==> config.mk <==
export PLATFORM = sky130hd
export DESIGN_NAME = adc_conversion_control
export DESIGN_NICKNAME = d
export VERILOG_FILES = /design/src/hw/adc_ctrl_pkg.sv /design/src/hw/start_edge_detect.sv /design/src/hw/adc_conversion_control.sv
export SDC_FILE = /design/constraint.sdc
export NUM_CORES = 1
export LEC_CHECK = 0
export ABC_AREA = 1
export BUFFER_PORTS_ARGS = -buffer_cell sky130_fd_sc_hd__clkbuf_2
export CORE_MARGIN = 2
export CORE_UTILIZATION = 45
export DETAILED_ROUTE_END_ITERATION = 8
export HOLD_SLACK_MARGIN = 0.15
export PLACE_DENSITY_LB_ADDON = 0.25
export SLEW_MARGIN = 20
export SYNTH_ARGS = -nofsm -noshare
export SYNTH_HDL_FRONTEND = slang
export SYNTH_SLANG_ARGS = --single-unit
==> constraint.sdc <==
create_clock -name clk -period 1.23 [get_ports clk]
set_input_delay 0.0615 -clock clk [delete_from_list [all_inputs] [get_ports clk]]
set_output_delay 0.0615 -clock clk [all_outputs]
set_load 0.02 [all_outputs]
==> src/hw/adc_ctrl_pkg.sv <==
// Package for the converter control and status logic.
// Assumes a byte-wide special-function register port and one system clock.
package adc_ctrl_pkg;

    // Address of the control and status register on the register port.
    localparam logic [7:0] CTRL_STATUS_ADDR = 8'hE8;
    localparam logic [7:0] CTRL_STATUS_RESET = 8'h00;

    // Bit positions inside the control and status register.
    localparam int BIT_CONVERTER_ON = 7;
    localparam int BIT_BURST        = 6;
    localparam int BIT_DONE         = 5;
    localparam int BIT_ACTIVE       = 4;
    localparam int BIT_WINDOW       = 3;
    localparam int BIT_LEFT_ALIGN   = 2;
    localparam int BIT_TRIG_HI      = 1;
    localparam int BIT_TRIG_LO      = 0;

    // Start-of-conversion source codes.
    typedef enum logic [1:0] {
        TRIG_SOFTWARE = 2'h0,
        TRIG_TIMER1   = 2'h1,
        TRIG_EXT_PIN  = 2'h2,
        TRIG_TIMER2   = 2'h3
    } trigger_t;

    // Result widths and the padding used when aligning.
    localparam int RESULT_W_DEFAULT = 12;
    localparam int BYTE_W           = 8;

endpackage : adc_ctrl_pkg

==> src/hw/start_edge_detect.sv <==
// Synchroniser and rising edge detector for the external start pin.
// Assumes the pin may change at any time relative to clk.
`timescale 1ns/1ps
module start_edge_detect (
    // Clock and reset.
    input  wire logic clk,
    input  wire logic srst,
    // Raw pin and detected edge.
    input  wire logic pin_raw,
    output logic      rise_pulse
);

    typedef struct packed {
        logic meta;
        logic sync;
        logic prev;
    } edge_state_t;

    edge_state_t state_reg;
    edge_state_t state_next;

    // Two-flop synchroniser, then a registered previous value for edge finding.
    always_comb begin
        state_next      = state_reg;
        state_next.meta = pin_raw;
        state_next.sync = state_reg.meta;
        state_next.prev = state_reg.sync;
    end

    // Register the whole state.
    always_ff @(posedge clk) begin
        if (srst) begin
            state_reg <= '0;
        end else begin
            state_reg <= state_next;
        end
    end

    // One-cycle pulse on a low to high change of the synchronised pin.
    assign rise_pulse = state_reg.sync & ~state_reg.prev;

    a_edge_one_cycle : assert property (@(posedge clk) disable iff (srst)
        rise_pulse |=> !rise_pulse)
        else $error("Start edge pulse lasted more than one cycle.");

endmodule : start_edge_detect

==> src/hw/adc_conversion_control.sv <==
// Control and status logic for the on-chip analog-to-digital converter.
// Assumes a byte-wide register port with a one-cycle write strobe, an analog
// core that pulses conv_complete when a started conversion finishes, and
// one-cycle timer overflow pulses synchronous to clk.
`timescale 1ns/1ps
// What this block does
// - Enable bit 7 low keeps converter shut down; high makes it accept starts.
// - Done flag bit 5 sets on finished conversion or on a write of 1; a write of 0 clears it.
// - Busy bit 4 reads zero whenever no conversion runs.
// - Writing 0 to busy does nothing; writing 1 starts in software mode.
// - Window flag bit 3 set by hardware or by a write of 1; a write of 0 clears it.
// - Align bit 2 clear gives right-justified result; set gives left-justified.
// - Trigger code 00 starts on busy write; code 01 on timer 1 overflow.
// - Trigger code 10 starts on external pin rising edge; 11 on timer 2.
module adc_conversion_control
    import adc_ctrl_pkg::*;
#(
    parameter int RESULT_W = RESULT_W_DEFAULT
) (
    // Clock and reset.
    input  wire logic                clk,
    input  wire logic                srst,
    // Register port.
    input  wire logic [7:0]          reg_addr,
    input  wire logic                reg_write,
    input  wire logic [7:0]          reg_wdata,
    output logic      [7:0]          reg_rdata,
    // Start sources.
    input  wire logic                timer1_overflow,
    input  wire logic                timer2_overflow,
    input  wire logic                external_start_pin,
    // Analog core.
    output logic                     converter_on,
    output logic                     burst_mode_enable,
    output logic                     conv_start,
    input  wire logic                conv_complete,
    input  wire logic [RESULT_W-1:0] conv_data,
    input  wire logic                window_hit,
    // Aligned result bytes.
    output logic      [7:0]          result_high,
    output logic      [7:0]          result_low
);

    // The alignment logic packs the result into two bytes.
    // A result that fits one byte or overflows two cannot be placed, so the width
    // is refused when the design is elaborated.
    if (RESULT_W < BYTE_W + 1 || RESULT_W > 2 * BYTE_W) begin : g_width_check
        $error("RESULT_W must lie between 9 and 16.");
    end

    typedef enum logic {
        CONV_IDLE,
        CONV_RUNNING
    } conv_state_t;

    typedef struct packed {
        logic        conv_on;
        logic        burst;
        logic        done_flag;
        logic        window_flag;
        logic        left_align;
        trigger_t    trig;
        conv_state_t phase;
        logic [7:0]  res_high;
        logic [7:0]  res_low;
    } ctrl_state_t;

    ctrl_state_t state_reg;
    ctrl_state_t state_next;

    logic             ext_rise;
    logic             reg_hit;
    logic             trig_event;
    logic             start_accept;
    logic             finish;
    logic [2*BYTE_W-1:0] aligned;

    // Synchronised rising edge of the external start pin.
    start_edge_detect u_start_edge (
        .clk        (clk),
        .srst       (srst),
        .pin_raw    (external_start_pin),
        .rise_pulse (ext_rise)
    );

    // Selects the start event of the chosen source.
    function automatic logic pick_trigger(input trigger_t sel, input logic sw_go,
                                          input logic t1, input logic ext, input logic t2);
        case (sel)
            TRIG_SOFTWARE: pick_trigger = sw_go;
            TRIG_TIMER1:   pick_trigger = t1;
            TRIG_EXT_PIN:  pick_trigger = ext;
            TRIG_TIMER2:   pick_trigger = t2;
            default:       pick_trigger = 1'b0;
        endcase
    endfunction : pick_trigger

    // Start decoding; a software start uses the mode already held, not the one being written.
    assign reg_hit      = reg_write && (reg_addr == CTRL_STATUS_ADDR);
    assign trig_event   = pick_trigger(state_reg.trig, reg_hit && reg_wdata[BIT_ACTIVE],
                                       timer1_overflow, ext_rise, timer2_overflow);
    assign start_accept = state_reg.conv_on && (state_reg.phase == CONV_IDLE) && trig_event;
    assign finish       = state_reg.conv_on && (state_reg.phase == CONV_RUNNING) && conv_complete;

    // Places the result right- or left-justified across the two bytes.
    always_comb begin
        aligned = '0;
        if (state_reg.left_align) begin
            aligned = {conv_data, {(2*BYTE_W-RESULT_W){1'b0}}};
        end else begin
            aligned = {{(2*BYTE_W-RESULT_W){1'b0}}, conv_data};
        end
    end

    // Next-state logic: register writes, conversion sequencing and flags.
    always_comb begin
        state_next = state_reg;
        if (reg_hit) begin
            state_next.conv_on     = reg_wdata[BIT_CONVERTER_ON];
            state_next.burst       = reg_wdata[BIT_BURST];
            state_next.done_flag   = reg_wdata[BIT_DONE];
            state_next.window_flag = reg_wdata[BIT_WINDOW];
            state_next.left_align  = reg_wdata[BIT_LEFT_ALIGN];
            state_next.trig        = trigger_t'(reg_wdata[BIT_TRIG_HI:BIT_TRIG_LO]);
        end
        case (state_reg.phase)
            CONV_IDLE: begin
                if (start_accept) begin
                    state_next.phase = CONV_RUNNING;
                end
            end
            CONV_RUNNING: begin
                if (!state_reg.conv_on) begin
                    state_next.phase = CONV_IDLE;
                end else if (finish) begin
                    state_next.phase    = CONV_IDLE;
                    state_next.res_high = aligned[2*BYTE_W-1:BYTE_W];
                    state_next.res_low  = aligned[BYTE_W-1:0];
                end
            end
            default: begin
                state_next.phase = CONV_IDLE;
            end
        endcase
        // Hardware events win over a clearing write in the same cycle.
        if (finish) begin
            state_next.done_flag = 1'b1;
        end
        if (window_hit && state_reg.conv_on) begin
            state_next.window_flag = 1'b1;
        end
    end

    // Register the whole state.
    always_ff @(posedge clk) begin
        if (srst) begin
            state_reg <= '0;
        end else begin
            state_reg <= state_next;
        end
    end

    // Outputs and read-back of the control and status register.
    assign converter_on      = state_reg.conv_on;
    assign burst_mode_enable = state_reg.burst;
    assign conv_start        = start_accept;
    assign result_high       = state_reg.res_high;
    assign result_low        = state_reg.res_low;
    always_comb begin
        reg_rdata                             = 8'h00;
        reg_rdata[BIT_CONVERTER_ON]           = state_reg.conv_on;
        reg_rdata[BIT_BURST]                  = state_reg.burst;
        reg_rdata[BIT_DONE]                   = state_reg.done_flag;
        reg_rdata[BIT_ACTIVE]                 = (state_reg.phase == CONV_RUNNING);
        reg_rdata[BIT_WINDOW]                 = state_reg.window_flag;
        reg_rdata[BIT_LEFT_ALIGN]             = state_reg.left_align;
        reg_rdata[BIT_TRIG_HI:BIT_TRIG_LO]    = state_reg.trig;
    end

    a_off_no_start : assert property (@(posedge clk) disable iff (srst)
        !state_reg.conv_on |-> !conv_start)
        else $error("Conversion started while converter was off.");

    a_done_sets : assert property (@(posedge clk) disable iff (srst)
        finish |=> state_reg.done_flag && !reg_rdata[BIT_ACTIVE])
        else $error("Done flag not set or busy not cleared on finish.");

    a_done_only_cause : assert property (@(posedge clk) disable iff (srst)
        $rose(state_reg.done_flag) |-> $past(finish) || $past(reg_hit))
        else $error("Done flag rose without a finish or a write.");

    a_busy_idle : assert property (@(posedge clk) disable iff (srst)
        $rose(reg_rdata[BIT_ACTIVE]) |-> $past(conv_start))
        else $error("Busy read high with no conversion running.");

    a_sw_start : assert property (@(posedge clk) disable iff (srst)
        reg_hit && reg_wdata[BIT_ACTIVE] && state_reg.trig == TRIG_SOFTWARE && state_reg.conv_on
        && state_reg.phase == CONV_IDLE |-> conv_start ##1 reg_rdata[BIT_ACTIVE])
        else $error("Software start did not begin a conversion.");

    a_write0_noop : assert property (@(posedge clk) disable iff (srst)
        reg_hit && !reg_wdata[BIT_ACTIVE] && state_reg.trig == TRIG_SOFTWARE |-> !conv_start)
        else $error("Writing zero to busy started a conversion.");

    a_window_sticky : assert property (@(posedge clk) disable iff (srst)
        state_reg.window_flag && !(reg_hit && !reg_wdata[BIT_WINDOW]) |=> state_reg.window_flag)
        else $error("Window flag cleared by hardware.");

    a_align_left : assert property (@(posedge clk) disable iff (srst)
        finish && state_reg.left_align |=> {result_high, result_low} == {$past(conv_data),
        {(2*BYTE_W-RESULT_W){1'b0}}})
        else $error("Left-justified result wrong.");

    a_timer1_start : assert property (@(posedge clk) disable iff (srst)
        timer1_overflow && state_reg.trig == TRIG_TIMER1 && state_reg.conv_on
        && state_reg.phase == CONV_IDLE |-> conv_start)
        else $error("Timer 1 overflow did not start a conversion.");

    a_ext_start : assert property (@(posedge clk) disable iff (srst)
        conv_start && state_reg.trig == TRIG_EXT_PIN |-> ext_rise)
        else $error("Pin-mode start without a pin edge.");

    a_busy_holds : assert property (@(posedge clk) disable iff (srst)
        conv_start || (reg_rdata[BIT_ACTIVE] && !finish && state_reg.conv_on)
        |=> reg_rdata[BIT_ACTIVE])
        else $error("Busy dropped before the conversion finished.");

endmodule : adc_conversion_control

==> metrics.txt <==
core region area 2730 µm²; nets@finish 291; Detail Route Antenna Nets 0; vias in the first global route 1188; Die W 57.6 µm; Leak Pwr 0.000949 µW; Post-Syn Nets 203; Clock Skew 0.00864 ns; ANT cells 0; Async SR Flop Fraction 0%; dpl hpwl 2.06 mm; # IOs 63; PnR worst setup slack -0.0805 ns; Setup Viol. Count Final 1; max-slew violation count 0; syn_area_per_cell 7.75 µm²; crit path max fanout 2; predominant post-synthesis flop cell dfxtp_1; largest cells by area after synthesis dfxtp_1 42%, nand2_1 12%, a21oi_1 6.6%; Layout fillers 226; Layout area overhead 50.2%; DR vias/cell 4.66; post-synth top area cell dfxtp_1; outcome complete, but fails checks; Slew headroom 65.3%; Synthesis Warnings 0; CTS Buf Count 3; Post-synth top cells 41 x nand2_1, 27 x dfxtp_1, 22 x inv_1; Crit. End Element output pin; Tcrit/Tclk final 107%; share of cells above drive strength 1 39.8%; DRT Wirelength 3.26 mm; Yosys cell types 20; Hold WS 0.186 ns; fmax 763 MHz; gpl congestion 0.788; Max VDD drop 0.700 mV; CTS root buf clkbuf_4; initial antenna violation count 0; H-tree Lvls 1; Worst-Margin Slew 0.518 ns; #FFs+latches synth 27; Max Cap Violations 0; Final min period 1.31 ns; RSZ-0062 raised after global routing true; DRT iter0 DRCs 46; # DRC 0; Starting Density 47.3%; via count 1327; largest net degree at the start of global routing 35; worst skew pair latency 0.32 ns; Setup CP Type reg -> out; count of port buffers added during placement 62; Crit path arrival time 1.25 ns; clock transition at the registers of the reported paths 0.15 ns; # rows 19; clock sink total 27; DRT Pass-1 Iters 4; Setup crit start kind register; top-count cell post-synth nand2_1; worst endpoint required time 1.17 ns; Die Footprint 3320 µm²; sequential area share after synthesis 41.8%; Clock Tree Buf Depth 2; GRT overflow 0; Mapped Area 1290 µm²; TritonCTS clock tree done; Final Hold Fails 0; post-synthesis cell count 167; Post-synth EDFFs 0; routed len/inst 11.4 µm; Die H 57.6 µm; final core utilization 71.1%; worst min path class in -> reg; area share of the largest cell type after synthesis 41.8%; GRT Util Overall 20.3%; failing checks negative setup slack; first-pass GRT wire length 5.31 mm; Power Density 745 nW/µm²
[layout by cell type, fill, tap and decap left out]
master / n
dfxtp_4: 3
nand3b_1: 4
clkbuf_8: 1
nand2_2: 2
nand2_1: 39
clkinv_2: 1
o21ai_1: 12
clkbuf_4: 3
a21oi_1: 16
buf_12: 1
dlygate4sd3_1: 26
o21ai_2: 2
o21ai_0: 2
nand3b_4: 4
clkbuf_2: 61
nand3_2: 2
inv_2: 5
nor2_1: 6
dfxtp_2: 1
buf_4: 4
nand3_1: 3
dfxtp_1: 23
nor2_4: 1
inv_1: 19
nor2_2: 3
a21oi_2: 7
nand4_1: 3
[area by class of cell]
cell class	count	area (µm²)	area share, %
clock inverter	1	5.00	0.258
inverter	24	90.1	4.64
clock buffer	3	22.5	1.16
multi-input combinational	106	604	31.1
timing repair buffer	93	629	32.4
tap	31	38.8	2.00
sequential	27	553	28.5
[layer usage]
layer  wire (µm)  vias to the layer above  GRT usage (%)  part of all wire, %
li1            -                      705              -                    -
met1        1510                      571           27.6                   46
met2        1550                       47           33.6                   47
met3         177                        4           2.68                  5.4
met4          34                        0           5.98                  1.0
met5           0                        -              0                    0
[cell families after synthesis]
kind of cell | share of synthesized area [%]
compound gates | 17.4
buf+inv | 12.4
flops | 41.8
simple gates | 28.4
[what timing repair did]
action / CTS / global route
endpoints found under the hold margin: 27 / 0
gates resized for setup: 9 / 7
pin swaps: 1 / 2
endpoints found under the setup margin: 1 / 1
hold buffers: 26 / 0
buffers inserted: 2 / 0
[power breakdown]
group          switching (µW)  internal (µW)
Sequential               1.44            873
Combinational            85.8            114
Clock                     253            121
Total                     340           1110
[through the flow]
| step | std cells | power (µW) | worst slack, ns | setup TNS, ns | instance area (µm²) |
|---|---|---|---|---|---|
| 2_1_floorplan | 167 | 952 | 0.0938 | 0 | 1290 |
| 3_3_place_gp | 253 | 1030 | 0.195 | 0 | 1610 |
| 3_5_place_dp | 253 | 1030 | 0.166 | 0 | 1610 |
| 4_1_cts | 285 | 1460 | -0.0553 | -0.0553 | 1930 |
| 5_1_grt | 285 | 1530 | -0.191 | -0.191 | 1940 |
| 6_report | 285 | 1450 | -0.0805 | -0.0805 | 1940 |
[worst paths after layout]
check                                                            from                                     to  slack, ns  cells past startpoint
worst min register to register  u_start_edge.state_next[1]$_SDFF_PP0_  u_start_edge.state_next[0]$_SDFF_PP0_       0.41                      2
worst max-delay path                        converter_on$_SDFFE_PP0P_                             conv_start      -0.08                      7
worst min-delay path                                        reg_write              reg_rdata[5]$_SDFFE_PP0P_       0.19                      7
worst max register to register              converter_on$_SDFFE_PP0P_            result_high[5]$_SDFFE_PP0P_       0.10                      5
[worst max-delay path, cell delays in order, from the launching register on]
cell and delay [ns]:
dfxtp_4 0.38, inv_2 0.04, nor2_2 0.09, o21ai_1 0.07, nor2_1 0.08, nand2_1 0.07, inv_1 0.06, clkbuf_8 0.13
(Power assumes the default switching activity.)
